--- src/include/pstd_pkg.sv ---
// Package holding register map, field positions and constants of the PHY self-test block.
package pstd_pkg;

  // Register byte addresses; printed offsets are not all multiples of four, so index times four.
  localparam logic [7:0]  RX_ERR_COUNT_IDX   = 8'h15;
  localparam logic [7:0]  LOOP_CONTROL_IDX   = 8'h16;
  localparam logic [7:0]  TEST_STATUS_IDX    = 8'h17;
  localparam logic [11:0] RX_ERR_COUNT_ADDR  = {2'b00, RX_ERR_COUNT_IDX, 2'b00};
  localparam logic [11:0] LOOP_CONTROL_ADDR  = {2'b00, LOOP_CONTROL_IDX, 2'b00};
  localparam logic [11:0] TEST_STATUS_ADDR   = {2'b00, TEST_STATUS_IDX, 2'b00};

  // Control register field positions.
  localparam int CTL_COUNT_MODE_BIT  = 15;
  localparam int CTL_PRBS_SEL_BIT    = 14;
  localparam int CTL_SHORT_SIZE_BIT  = 13;
  localparam int CTL_GEN_EN_BIT      = 12;
  localparam int CTL_REV_FWD_BIT     = 7;
  localparam int CTL_MII_FWD_BIT     = 6;
  localparam int CTL_LOOP_MODE_LSB   = 2;
  localparam int CTL_PCS_LOOP_LSB    = 0;

  // Writable bits of the control register; bits 11:8 stay zero.
  localparam logic [15:0] CTL_WRITE_MASK     = 16'hF0FF;
  localparam logic [15:0] CTL_RESET          = 16'h0000;
  localparam logic [15:0] RX_ERR_COUNT_RESET = 16'h0000;
  localparam logic [15:0] RX_ERR_COUNT_MAX   = 16'hFFFF;

  // Status register field positions.
  localparam int STS_SYNC_BIT        = 11;
  localparam int STS_SYNC_LOST_BIT   = 10;
  localparam int STS_GEN_BUSY_BIT    = 9;
  localparam int STS_SCR_MASTER_BIT  = 8;
  localparam int STS_SCR_SLAVE_BIT   = 7;
  localparam int STS_POWER_BIT       = 6;

  // Loopback select one-hot codes.
  localparam logic [3:0] LOOP_REVERSE  = 4'h8;
  localparam logic [3:0] LOOP_EXTERNAL = 4'h4;
  localparam logic [3:0] LOOP_ANALOG   = 4'h2;
  localparam logic [3:0] LOOP_DIGITAL  = 4'h1;

  // Coding-sublayer loop point codes at 100 Mb/s.
  localparam logic [1:0] PCS_AFTER_MLT3    = 2'b11;
  localparam logic [1:0] PCS_AFTER_SCRAM   = 2'b10;
  localparam logic [1:0] PCS_BEFORE_SCRAM  = 2'b01;

  // Packet lengths in bytes.
  localparam logic [10:0] SHORT_PACKET_BYTES = 11'd64;
  localparam logic [10:0] LONG_PACKET_BYTES  = 11'd1518;

  // Constant payload byte of a single test packet.
  localparam logic [7:0]  CONST_PAYLOAD      = 8'hA5;
  localparam logic [15:0] PRBS_SEED          = 16'hFFFF;

  // Loop point decode; at most one loop-mode flag and one coding-sublayer flag set.
  typedef struct packed {
    logic reverse;
    logic external;
    logic analog;
    logic digital;
    logic pcs_after_mlt3;
    logic pcs_after_scram;
    logic pcs_before_scram;
    logic pcs_gig;
  } pstd_loop_type;

endpackage : pstd_pkg

--- src/design/pstd_selftest.sv ---
// PHY self-test block: receive error tally, PRBS packet generator and checker, loopback select, status.
//
// Functional notes
// - Receive error tally is 16 bits and saturates at all ones.
// - Any write to the error count register clears it to zero, or to one if an error arrives in the same cycle.
// - Continuous mode: a full PRBS counter pulses and restarts from zero.
// - PRBS select with generator on sends PRBS packets; generator off keeps checker on.
// - PRBS select clear with generator on sends one constant packet, no PRBS.
// - Packets are 64 bytes with size bit set, 1518 bytes otherwise.
// - Generator runs only while its enable bit is one.
// - Reserved control and status bits ignore writes and read zero.
// - Reverse-loop forward bit settable only in reverse loop; gates RX to MAC.
// - MAC-loop forward bit settable only in MAC loop; gates looped data to line.
// - At 100 Mb/s codes 11, 10, 01 pick after MLT3, after scrambler, before scrambler.
// - At 1000 Mb/s a set low bit loops before gigabit signal processing.
// - Sync flag reads one while the checker is locked.
// - Sync-lost flag latches on loss of lock and clears on read.
// - Busy flag is one while the generator produces packets.
// - Master legacy scramble flag reflects the gigabit master coding state.
// - Slave legacy scramble flag reflects the gigabit slave coding state.
// - Power state bit reads one in normal power, zero when down or asleep.
//
// Decided for this implementation: register access over APB.
`timescale 1ns/1ps

module pstd_selftest #(
  parameter int PRBS_COUNT_W = 16,
  parameter int LOCK_GOOD    = 8,
  parameter int LOCK_BAD     = 4
) (
  input  wire logic        clk_i,
  input  wire logic        srst_i,
  input  wire logic        psel_i,
  input  wire logic        penable_i,
  input  wire logic        pwrite_i,
  input  wire logic [11:0] paddr_i,
  input  wire logic [31:0] pwdata_i,
  output logic             pready_o,
  output logic [31:0]      prdata_o,
  output logic             pslverr_o,
  input  wire logic        rx_err_i,
  input  wire logic        rx_valid_i,
  input  wire logic [7:0]  rx_data_i,
  input  wire logic        mac_loop_i,
  input  wire logic        speed_gig_i,
  input  wire logic        scr_master_legacy_i,
  input  wire logic        scr_slave_legacy_i,
  input  wire logic        core_power_normal_i,
  input  wire logic        tx_ready_i,
  output logic             tx_valid_o,
  output logic [7:0]       tx_data_o,
  output logic             tx_last_o,
  output logic             prbs_wrap_pulse_o,
  output logic [7:0]       loop_point_o,
  output logic             rx_to_mac_en_o,
  output logic             tx_to_line_en_o
);

  // Refuse parameter values that the counters and the 8-bit lock run counters cannot hold.
  if (PRBS_COUNT_W < 2 || PRBS_COUNT_W > 32 || LOCK_GOOD < 1 || LOCK_GOOD > 255 ||
      LOCK_BAD < 1 || LOCK_BAD > 255) begin : g_param_check
    $error("pstd_selftest: parameter out of range");
  end

  typedef enum logic [1:0] {GEN_IDLE, GEN_SEND, GEN_DONE} pstd_gen_type;

  typedef struct packed {
    logic [15:0]             err_count;
    logic [15:0]             ctl;
    logic                    sync;
    logic                    sync_lost;
    logic [7:0]              good_run;
    logic [7:0]              bad_run;
    logic [15:0]             chk_lfsr;
    logic [PRBS_COUNT_W-1:0] chk_count;
    logic [PRBS_COUNT_W-1:0] gen_count;
    pstd_gen_type            gen_state;
    logic [15:0]             gen_lfsr;
    logic [10:0]             byte_left;
    logic                    tx_valid;
    logic [7:0]              tx_data;
    logic                    tx_last;
    logic                    wrap_pulse;
    logic                    pready;
    logic [31:0]             prdata;
    logic                    pslverr;
    pstd_pkg::pstd_loop_type loop;
    logic                    rx_fwd;
    logic                    tx_fwd;
    logic [5:0]              status_in;
  } pstd_state_type;

  pstd_state_type st;
  pstd_state_type next_st;

  // Status inputs from other clock domains pass two flip-flops first.
  logic [4:0] meta_sync;
  logic [4:0] stat_sync;

  always_ff @(posedge clk_i) begin
    if (srst_i) begin
      meta_sync <= 5'h0_0;
      stat_sync <= 5'h0_0;
    end else begin
      meta_sync <= {scr_master_legacy_i, scr_slave_legacy_i, core_power_normal_i, speed_gig_i, mac_loop_i};
      stat_sync <= meta_sync;
    end
  end

  // Next-state logic of the whole block.
  always_comb begin
    logic        access;
    logic        wr_err;
    logic        rd_sts;
    logic [15:0] wr_val;
    logic [15:0] gen_next_lfsr;
    logic [15:0] chk_next_lfsr;
    logic        chk_on;
    logic        gen_on;
    logic        match;
    logic [10:0] pkt_len;
    logic [3:0]  mode;
    logic [1:0]  pcs;
    logic        tick;
    access        = psel_i && penable_i && !st.pready;
    wr_err        = access && pwrite_i && paddr_i == pstd_pkg::RX_ERR_COUNT_ADDR;
    rd_sts        = access && !pwrite_i && paddr_i == pstd_pkg::TEST_STATUS_ADDR;
    wr_val        = pwdata_i[15:0];
    next_st       = st;
    next_st.pready     = access;
    next_st.pslverr    = 1'b0;
    next_st.wrap_pulse = 1'b0;
    next_st.status_in  = {stat_sync, 1'b0};

    // Register writes; reserved bits masked off, forward bits only in their loop mode.
    if (access && pwrite_i && paddr_i == pstd_pkg::LOOP_CONTROL_ADDR) begin
      next_st.ctl = wr_val & pstd_pkg::CTL_WRITE_MASK;
      if (wr_val[pstd_pkg::CTL_LOOP_MODE_LSB +: 4] != pstd_pkg::LOOP_REVERSE)
        next_st.ctl[pstd_pkg::CTL_REV_FWD_BIT] = 1'b0;
      if (!stat_sync[0])
        next_st.ctl[pstd_pkg::CTL_MII_FWD_BIT] = 1'b0;
    end
    if (access && !(paddr_i == pstd_pkg::RX_ERR_COUNT_ADDR || paddr_i == pstd_pkg::LOOP_CONTROL_ADDR ||
                    paddr_i == pstd_pkg::TEST_STATUS_ADDR))
      next_st.pslverr = 1'b1;

    // Read data mux; reserved bits read zero.
    next_st.prdata = 32'h0000_0000;
    if (access && !pwrite_i) begin
      case (paddr_i)
        pstd_pkg::RX_ERR_COUNT_ADDR: next_st.prdata = {16'h0000, st.err_count};
        pstd_pkg::LOOP_CONTROL_ADDR: next_st.prdata = {16'h0000, st.ctl};
        pstd_pkg::TEST_STATUS_ADDR: begin
          next_st.prdata[pstd_pkg::STS_SYNC_BIT]       = st.sync;
          next_st.prdata[pstd_pkg::STS_SYNC_LOST_BIT]  = st.sync_lost;
          next_st.prdata[pstd_pkg::STS_GEN_BUSY_BIT]   = st.gen_state == GEN_SEND;
          next_st.prdata[pstd_pkg::STS_SCR_MASTER_BIT] = st.status_in[5];
          next_st.prdata[pstd_pkg::STS_SCR_SLAVE_BIT]  = st.status_in[4];
          next_st.prdata[pstd_pkg::STS_POWER_BIT]      = st.status_in[3];
        end
        default: next_st.prdata = 32'h0000_0000;
      endcase
    end

    // Receive error tally: write clears, otherwise count and saturate; an error beside the clear is kept.
    if (wr_err)
      next_st.err_count = {15'h0000, rx_err_i};
    else if (rx_err_i && st.err_count != pstd_pkg::RX_ERR_COUNT_MAX)
      next_st.err_count = st.err_count + 16'h0001;

    // Loop point decode.
    mode = st.ctl[pstd_pkg::CTL_LOOP_MODE_LSB +: 4];
    pcs  = st.ctl[pstd_pkg::CTL_PCS_LOOP_LSB +: 2];
    next_st.loop.reverse  = mode == pstd_pkg::LOOP_REVERSE;
    next_st.loop.external = mode == pstd_pkg::LOOP_EXTERNAL;
    next_st.loop.analog   = mode == pstd_pkg::LOOP_ANALOG;
    next_st.loop.digital  = mode == pstd_pkg::LOOP_DIGITAL;
    next_st.loop.pcs_after_mlt3   = !stat_sync[1] && pcs == pstd_pkg::PCS_AFTER_MLT3;
    next_st.loop.pcs_after_scram  = !stat_sync[1] && pcs == pstd_pkg::PCS_AFTER_SCRAM;
    next_st.loop.pcs_before_scram = !stat_sync[1] && pcs == pstd_pkg::PCS_BEFORE_SCRAM;
    next_st.loop.pcs_gig          = stat_sync[1] && pcs[0];
    next_st.rx_fwd = !next_st.loop.reverse || st.ctl[pstd_pkg::CTL_REV_FWD_BIT];
    next_st.tx_fwd = !stat_sync[0] || st.ctl[pstd_pkg::CTL_MII_FWD_BIT];

    // Packet generator.
    gen_on  = st.ctl[pstd_pkg::CTL_GEN_EN_BIT];
    pkt_len = st.ctl[pstd_pkg::CTL_SHORT_SIZE_BIT] ? pstd_pkg::SHORT_PACKET_BYTES
                                                    : pstd_pkg::LONG_PACKET_BYTES;
    // Both LFSRs step eight bits per byte, so a state is always the last two bytes of its stream.
    gen_next_lfsr = st.gen_lfsr;
    chk_next_lfsr = st.chk_lfsr;
    for (int i = 0; i < 8; i++) begin
      gen_next_lfsr = {gen_next_lfsr[14:0],
                       gen_next_lfsr[15] ^ gen_next_lfsr[13] ^ gen_next_lfsr[12] ^ gen_next_lfsr[10]};
      chk_next_lfsr = {chk_next_lfsr[14:0],
                       chk_next_lfsr[15] ^ chk_next_lfsr[13] ^ chk_next_lfsr[12] ^ chk_next_lfsr[10]};
    end
    tick = st.tx_valid && tx_ready_i;
    if (!gen_on) begin
      next_st.gen_state = GEN_IDLE;
      next_st.tx_valid  = 1'b0;
      next_st.tx_last   = 1'b0;
    end else begin
      case (st.gen_state)
        GEN_IDLE: begin
          next_st.gen_state = GEN_SEND;
          next_st.byte_left = pkt_len;
          next_st.tx_valid  = 1'b1;
          next_st.tx_data   = pstd_pkg::CONST_PAYLOAD;
          // PRBS packets continue the stream, so a locked checker sees no repeated byte at a packet start.
          if (st.ctl[pstd_pkg::CTL_PRBS_SEL_BIT]) begin
            next_st.gen_lfsr = gen_next_lfsr;
            next_st.tx_data  = gen_next_lfsr[7:0];
          end
          next_st.tx_last   = pkt_len == 11'd1;
        end
        GEN_SEND: begin
          if (tick) begin
            if (st.byte_left == 11'd1) begin
              next_st.tx_valid = 1'b0;
              next_st.tx_last  = 1'b0;
              // PRBS mode repeats packets; constant mode sends just one.
              next_st.gen_state = st.ctl[pstd_pkg::CTL_PRBS_SEL_BIT] ? GEN_IDLE : GEN_DONE;
            end else begin
              next_st.byte_left = st.byte_left - 11'd1;
              next_st.tx_last   = st.byte_left == 11'd2;
              next_st.gen_lfsr  = gen_next_lfsr;
              next_st.tx_data   = st.ctl[pstd_pkg::CTL_PRBS_SEL_BIT] ? gen_next_lfsr[7:0]
                                                                      : pstd_pkg::CONST_PAYLOAD;
              if (st.ctl[pstd_pkg::CTL_PRBS_SEL_BIT]) begin
                // Continuous counting: wrap to zero at the maximum, with a pulse only when the count mode bit is set.
                if (st.gen_count == {PRBS_COUNT_W{1'b1}}) begin
                  next_st.gen_count  = '0;
                  next_st.wrap_pulse = st.ctl[pstd_pkg::CTL_COUNT_MODE_BIT];
                end else begin
                  next_st.gen_count = st.gen_count + 1'b1;
                end
              end
            end
          end
        end
        GEN_DONE: next_st.gen_state = GEN_DONE;
        default:  next_st.gen_state = GEN_IDLE;
      endcase
    end

    // PRBS checker: self-synchronising, active whenever PRBS select is set.
    chk_on = st.ctl[pstd_pkg::CTL_PRBS_SEL_BIT];
    match = chk_next_lfsr[7:0] == rx_data_i;
    if (!chk_on) begin
      next_st.sync     = 1'b0;
      next_st.good_run = 8'h00;
      next_st.bad_run  = 8'h00;
    end else if (rx_valid_i) begin
      next_st.chk_lfsr = st.sync ? chk_next_lfsr : {st.chk_lfsr[7:0], rx_data_i};
      if (match) begin
        next_st.bad_run = 8'h00;
        if (!st.sync && st.good_run + 8'h01 >= 8'(LOCK_GOOD)) next_st.sync = 1'b1;
        else next_st.good_run = st.good_run + 8'h01;
        if (st.chk_count == {PRBS_COUNT_W{1'b1}}) begin
          next_st.chk_count  = '0;
          next_st.wrap_pulse = st.ctl[pstd_pkg::CTL_COUNT_MODE_BIT];
        end else begin
          next_st.chk_count = st.chk_count + 1'b1;
        end
      end else begin
        next_st.good_run = 8'h00;
        if (st.sync && st.bad_run + 8'h01 >= 8'(LOCK_BAD)) begin
          next_st.sync    = 1'b0;
          next_st.bad_run = 8'h00;
        end else begin
          next_st.bad_run = st.bad_run + 8'h01;
        end
      end
    end

    // Lock-lost flag: clears on status read, but a loss in the same cycle wins.
    if (rd_sts) next_st.sync_lost = 1'b0;
    if (st.sync && !next_st.sync) next_st.sync_lost = 1'b1;
  end

  // State register.
  always_ff @(posedge clk_i) begin
    if (srst_i) begin
      st           <= '0;
      st.ctl       <= pstd_pkg::CTL_RESET;
      st.err_count <= pstd_pkg::RX_ERR_COUNT_RESET;
      st.gen_lfsr  <= pstd_pkg::PRBS_SEED;
      st.gen_state <= GEN_IDLE;
    end else begin
      st <= next_st;
    end
  end

  assign pready_o          = st.pready;
  assign prdata_o          = st.prdata;
  assign pslverr_o         = st.pslverr;
  assign tx_valid_o        = st.tx_valid;
  assign tx_data_o         = st.tx_data;
  assign tx_last_o         = st.tx_last;
  assign prbs_wrap_pulse_o = st.wrap_pulse;
  assign loop_point_o      = st.loop;
  assign rx_to_mac_en_o    = st.rx_fwd;
  assign tx_to_line_en_o   = st.tx_fwd;

  logic wr_err_d;

  // Count-register write taken one edge earlier, for the tally assertions.
  always_ff @(posedge clk_i) wr_err_d <= psel_i && penable_i && !st.pready && pwrite_i
                                         && paddr_i == pstd_pkg::RX_ERR_COUNT_ADDR;

  a_count_saturate: assert property (@(posedge clk_i) disable iff (srst_i)
    st.err_count == 16'hFFFF && !$past(wr_err_d) |=> st.err_count != 16'h0000 || wr_err_d)
    else $error("error tally wrapped");

  a_write_clear: assert property (@(posedge clk_i) disable iff (srst_i)
    wr_err_d |-> st.err_count <= 16'h0001)
    else $error("error tally not cleared by write");

  a_tally_step: assert property (@(posedge clk_i) disable iff (srst_i)
    !wr_err_d && !$past(rx_err_i) && !$past(srst_i) |-> st.err_count == $past(st.err_count))
    else $error("error tally moved without error");

  a_reserved_zero: assert property (@(posedge clk_i) disable iff (srst_i)
    st.ctl[11:8] == 4'h0 && st.prdata[31:16] == 16'h0000)
    else $error("reserved bits not zero");

  a_gen_stop: assert property (@(posedge clk_i) disable iff (srst_i)
    !st.ctl[pstd_pkg::CTL_GEN_EN_BIT] |=> !st.tx_valid)
    else $error("generator ran while disabled");

  a_busy_valid: assert property (@(posedge clk_i) disable iff (srst_i)
    st.tx_valid |-> st.gen_state == GEN_SEND)
    else $error("data sent while generator idle");

  a_single_pkt: assert property (@(posedge clk_i) disable iff (srst_i)
    st.gen_state == GEN_DONE && st.ctl[pstd_pkg::CTL_GEN_EN_BIT] |=> st.gen_state == GEN_DONE && !st.tx_valid)
    else $error("constant packet repeated");

  a_lost_latch: assert property (@(posedge clk_i) disable iff (srst_i)
    $fell(st.sync) |-> st.sync_lost)
    else $error("lock loss not latched");

  a_rev_fwd: assert property (@(posedge clk_i) disable iff (srst_i)
    st.ctl[pstd_pkg::CTL_REV_FWD_BIT] |-> st.ctl[5:2] == pstd_pkg::LOOP_REVERSE ##0 1'b1)
    else $error("reverse forward bit outside reverse loop");

endmodule : pstd_selftest

--- config.mk ---
export PLATFORM = sky130hd
export DESIGN_NAME = pstd_selftest
export DESIGN_NICKNAME = d
export VERILOG_FILES = /design/src/include/pstd_pkg.sv /design/src/design/pstd_selftest.sv
export SDC_FILE = /design/constraint.sdc
export NUM_CORES = 1
export LEC_CHECK = 0
export BUFFER_PORTS_ARGS = -buffer_cell sky130_fd_sc_hd__buf_2
export CAP_MARGIN = 20
export CORE_ASPECT_RATIO = 1.75
export CORE_MARGIN = 2
export CORE_UTILIZATION = 30
export DETAILED_ROUTE_END_ITERATION = 10
export GPL_TIMING_DRIVEN = 0
export PLACE_DENSITY_LB_ADDON = 0.15
export SYNTH_ARGS = -nofsm -noshare
export SYNTH_HDL_FRONTEND = slang
export SYNTH_SLANG_ARGS = --single-unit
--- constraint.sdc ---
create_clock -name clk_i -period 5.6 [get_ports clk_i]
set_input_delay 0.28 -clock clk_i [delete_from_list [all_inputs] [get_ports clk_i]]
set_output_delay 0.28 -clock clk_i [all_outputs]
set_load 0.03 [all_outputs]
# Word-level counts from Yosys, hierarchy flattened
# Cells that the tools add are included.
[word_totals]
word_cells = 206
reg_bits = 193
out_inout_bits = 55
[op_classes]
bitwise = 52
order_cmp = 2
muxes = 42
add_sub_neg = 6
reduce_logical = 46
n_eq_ne = 25
[op_table]
columns = ["cell", "n"]
rows = [
  ["case mux 37 bit (2 select lines)", 1],
  ["two-way mux 16 bit", 4],
  ["adder 16 x 1 -> 16 bit, second input constant", 3],
  ["XOR 1 bit", 48],
  ["two-way mux 40 bit", 1],
  ["two-way mux 8 bit", 5],
  ["equality test 12 x 7 -> 1 bit, second input constant", 3],
  ["equality test 16 bit, second input constant", 2],
  ["two-way mux 27 bit", 1],
  ["two-way mux 1 bit", 23],
  ["equality test 11 x 1 -> 1 bit, second input constant", 2],
  ["case mux 6 bit (3 select lines)", 1],
  ["logical AND 1 bit", 17],
  ["adder 8 x 1 -> 8 bit, second input constant", 2],
  ["!= test 16 bit, second input constant", 1],
  ["case mux 6 bit (2 select lines)", 1],
  ["equality test 11 x 2 -> 1 bit, second input constant", 1],
  ["two-way mux 11 bit", 1],
  ["subtractor 11 x 1 -> 11 bit, second input constant", 1],
  ["AND reduction 5 bit", 2],
  ["equality test 8 bit", 1],
  ["greater-or-equal comparator 8 x 3 -> 1 bit, second input constant", 1],
  ["greater-or-equal comparator 8 x 4 -> 1 bit, second input constant", 1],
  ["zero test 1 bit", 8],
  ["20 further kinds", 42],
]

# Logic depth before layout (Yosys ltp)
[depth]
ltp_word = 12
ltp_mapped = 9
mapped_depth_nobuf = 8

# Worst setup path after synthesis
# OpenSTA, ideal clock, no wires.
[synth_path]
kind = "register to register"
from = "register st[130] in the netlist's numbering"
to = "register st[109] in the netlist's numbering"
slack_ns = 3.443
path_buffers = 0
required_time_ns = 5.530
synth_period_minus_slack_ns = 2.157
setup_time_ns = 0.070
arrival_ns = 2.087
stages_incl_launch_ff = 7
cell_sequence = "dfxtp_1 -> xnor2_1 -> xnor3_1 -> nand4_2 -> nor3_4 -> or4b_1 -> a21oi_1"
[synth_via]
elab_chain_cells = 5
elab_cells_between_ends = 11
cone_classes = "eq/ne (1); bitwise (9); reduce/logical (1)"
[synth_rtl]
columns = ["item", "line", "rtl"]
rows = [
  ["start, declared", "pstd_selftest.sv:93", "pstd_state_type st;"],
  ["start signal, assigned", "pstd_selftest.sv:291", "st <= next_st;"],
  ["XOR 1 bit (3 in a row)", "pstd_selftest.sv:196", "chk_next_lfsr[15] ^ chk_next_lfsr[13] ^ chk_next_lfsr[12] ^ chk_next_lfsr[10]};"],
  ["equality test 8 bit *", "pstd_selftest.sv:249", "match = chk_next_lfsr[7:0] == rx_data_i;"],
  ["AND reduction 3 bit (no source line) *", "n/a", ""],
]
# Mark *: on every way between the ends. The rest lies on a longest branch, timed or not.
# A chain may end at the register's enable or synchronous reset.

# Worst setup path in the final report
[layout_path]
from = "register st[132] in the netlist's numbering"
to = "register st[155] in the netlist's numbering"
[layout_via]
elab_chain_cells = 7
elab_cells_between_ends = 13
cone_classes = "eq/ne (1); mux (3); bitwise (9)"
[layout_rtl]
columns = ["item", "line", "rtl"]
rows = [
  ["XOR 1 bit (3 in a row)", "pstd_selftest.sv:196", ""],
  ["equality test 8 bit *", "pstd_selftest.sv:249", ""],
  ["two-way mux 1 bit *", "pstd_selftest.sv:256", "if (match) begin"],
  ["two-way mux 1 bit *", "pstd_selftest.sv:254", "end else if (rx_valid_i) begin"],
  ["two-way mux 1 bit *", "pstd_selftest.sv:250", "if (!chk_on) begin"],
]
# Marks and branches as above.

==> results.toml <==
[outcome]
status = "completed"

[sta]
finalSetupViolCount = 0
fin_tns_setup_ns = 0
hold_viol = 0
min_period_over_period_pct = 50.9
rsz0062_at_grt = "false"
finClkSkew_ns = 0.0112
slew_headroom_pct = 34.3
worst_pin_slew_ns = 0.978
fin_crit_ns = 2.85
fmax_mhz = 351
drv_slew = 0

[global_routing]
grt_antenna_before_repair = 2
grt_pass1_vias = 7102
grt_max_degree = 17
grt_usage_pct = 16.6
grt_overflow_total = 0
grt_pass1_wl_um = 37300

[setup_path]
critical_path_class = "register to register"
critPathLaunchType = "register"
critPathArrivalTime_ns = 3.24
r2r_setup_slack_ns = 2.75
critPathMaxFanout = 7
required_ns = 5.99
end_kind = "register"

[floorplan]
row_count = 81
core_um2 = 27900
fp.dieH_um = 226
num_io_pins = 120
die_area_um2 = 29700
die_w_um = 131
start_util_pct = 30.4

[power_and_ir_drop]
pwr_density_cell_nw_per_um2 = 266
power_leakage_nw = 3.80
peakVddDrop_mv = 0.242
total_power_w = 0.00268

[detailed_routing]
drt_iter0_markers = 344
drc = 0
wire_per_inst_um = 16.1
detail_route.vias_per_cell = 4.78
ant_nets = 0
wl_um = 24000
dr.pass1.iters = 5
vias = 7153

[cts]
root_buffer = "clkbuf_16"
cts.repair.resized = 0
cts_tree = "yes"
cts_hold_buffers = 0
cts_sinks = 175
clk_pin_slew_ns = 0.07
post_cts_buffers = 0
cts-buffers-inserted = 17
cts-root-to-sink-buffers = 2
cts_max_level = 4
clkLatencyLatePin_ns = 0.46

[synth]
synth_area_um2 = 8480
synth_cell_type_count = 62
ys.flop_type = "dfxtp_1"
ys_seq_elements = 175
seq_area_frac_synth_pct = 41.3
postSynthCellCount = 990
yosysWarnings = 0
postSynth.asyncResetShare_pct = 0
synth_edf_count = 0
syn_area_per_cell_um2 = 8.57

[layout]
layout-drive-gt1-share_pct = 16.1
area_growth_pct = 18.8
multi_input_comb_area_um2 = 4420
nFillCells = 2966
regArea_um2 = 3500
finalNetCount = 1181

[place]
gp_congestion = 0.798
place_hpwl_um = 18100
port-buffer-count = 82

[worst_hold_path]
hold_class = "input port to register"

[flow_run]
drv_cap = 0
[synthesized netlist by cell type (all sizes together) (4+ instances only)]
cell type	n	area share (%)
nand4	25	2.0
nor3b	5	0.44
ha	8	1.2
clkbuf	35	1.5
a21oi	58	3.4
a22oi	11	0.97
a311oi	6	0.62
xnor3	8	2.1
nand3	38	2.2
nor2	134	5.9
nand2b	8	0.59
xnor2	67	6.9
a31oi	4	0.30
buf	59	4.9
or3	4	0.30
and3	16	1.2
a211oi	13	1.2
a41oi	5	0.52
nor4	13	0.96
or2	4	0.30
and4	6	0.62
mux2i	18	2.1
o31ai	6	0.53
o21ai	24	1.5
a211o	5	0.52
o41ai	4	0.50
or4	4	0.40
nor4b	8	0.83
o22ai	7	0.52
nand2	85	3.8
inv	17	0.75
nand3b	15	1.3
and2	11	0.81
nor2b	19	1.4
xor2	15	1.5
dfxtp	175	41
nor3	30	1.9
[flip-flops by register name, indices dropped and copies added, names as in the netlist]
signal             count
tx_data_o              8
prbs_wrap_pulse_o      1
st                   126
meta_sync              5
loop_point_o           8
prdata_o              16
tx_valid_o             1
rx_to_mac_en_o         1
tx_to_line_en_o        1
pready_o               1
pslverr_o              1
stat_sync              5
tx_last_o              1
[cell type report]
class | count | area share, %
multi-input cells | 719 | 43.9
flip-flops and latches | 175 | 34.8
plain buffers | 94 | 5.43
clock buffers | 23 | 4.85
well taps | 373 | 4.63
repair buffers | 84 | 4.17
clock inverters | 9 | 1.53
inverters | 17 | 0.634
diodes | 2 | 0.0497
[cell usage in the layout (no fill, tap or decap), types with 5 or more instances in the layout]
cell type and n:
a311oi_1 6, nor3b_1 5, and2_1 11, clkbuf_1 37, buf_2 88, a22oi_1 11, o31ai_1 6, nand2b_1 8
nand2_1 84, clkbuf_16 17, o22ai_1 7, a41oi_1 5, inv_1 17, nor2b_1 19, and4_1 6, a211oi_1 13
xnor3_1 8, conb_1 16, ha_1 8, nor4b_1 8, nor3_1 29, mux2i_1 18, dfxtp_1 175, a21oi_1 58
a211o_1 5, nor4_1 13, o21ai_0 22, nand3_1 38, xor2_1 15, nand4_1 23, nor2_1 134, and3_1 16
xnor2_1 67, nand3b_1 15, buf_4 50
[power breakdown]
group          switching [W]  internal (W)
logic              0.0000675     0.0000395
registers         0.00000296       0.00125
clock network       0.000521      0.000794
[kinds of logic (layout without fill, tap and decap cells)]
kind of cell             count (synthesis)  after routing  synth area share [%]
AO/OA/AOI/OAI                          155            155                  11.7
XOR/XNOR                                90             90                  10.6
adder cells (fa/ha/maj)                  8              8                  1.18
buffers and inverters                  111            227                  7.20
flip-flops                             175            175                  41.3
multiplexers                            19             19                  2.26
other                                    1             18                0.0442
AND/OR/NAND/NOR                        431            431                  25.7
[routing by layer]
metal	wire length [um]	vias up	GRT usage, %	share of wire [%]
met1	9310	3349	16.4	39
met3	892	30	4.06	3.7
met4	582	0	6.59	2.4
li1	-	3635	-	-
met5	0	-	0	0
met2	13200	139	32.3	55
[worst max-delay path: stages (launching register included)]
cell and delay [ns]:
dfxtp_1 0.35, xnor2_1 0.56, xnor3_1 0.39, nand4_2 0.21, nor3_1 0.84, o41ai_1 0.26, a21oi_1 0.17
[stage by stage]
| stage | instances | util, % | hold slack (ns) | instance area, um^2 | setup slack, ns |
|---|---|---|---|---|---|
| 2_1_floorplan | 1005 | - | 0.408 | 8540 | 3.44 |
| 3_3_place_gp | 1460 | 33.8 | 0.422 | 9410 | 2.70 |
| 3_5_place_dp | 1460 | 33.8 | 0.420 | 9410 | 2.74 |
| 4_1_cts | 1492 | 36.1 | 0.0230 | 10100 | 2.70 |
| 5_1_grt | 1494 | 36.1 | 0.0374 | 10100 | 2.56 |
| 6_report | 1496 | 36.1 | 0.0394 | 10100 | 2.75 |
[worst paths after layout]
check	from	depth (start not counted)	end
hold reg to reg	meta_sync[2]$_SDFF_PP0_	1	stat_sync[2]$_SDFF_PP0_
setup / recovery	st[132]$_SDFFE_PP0P_	6	st[155]$_SDFF_PP0_
setup reg to reg	st[132]$_SDFFE_PP0P_	6	st[155]$_SDFF_PP0_
hold / removal	scr_master_legacy_i	2	meta_sync[4]$_SDFF_PP0_
Note: power is estimated with default switching activity, not from simulation.
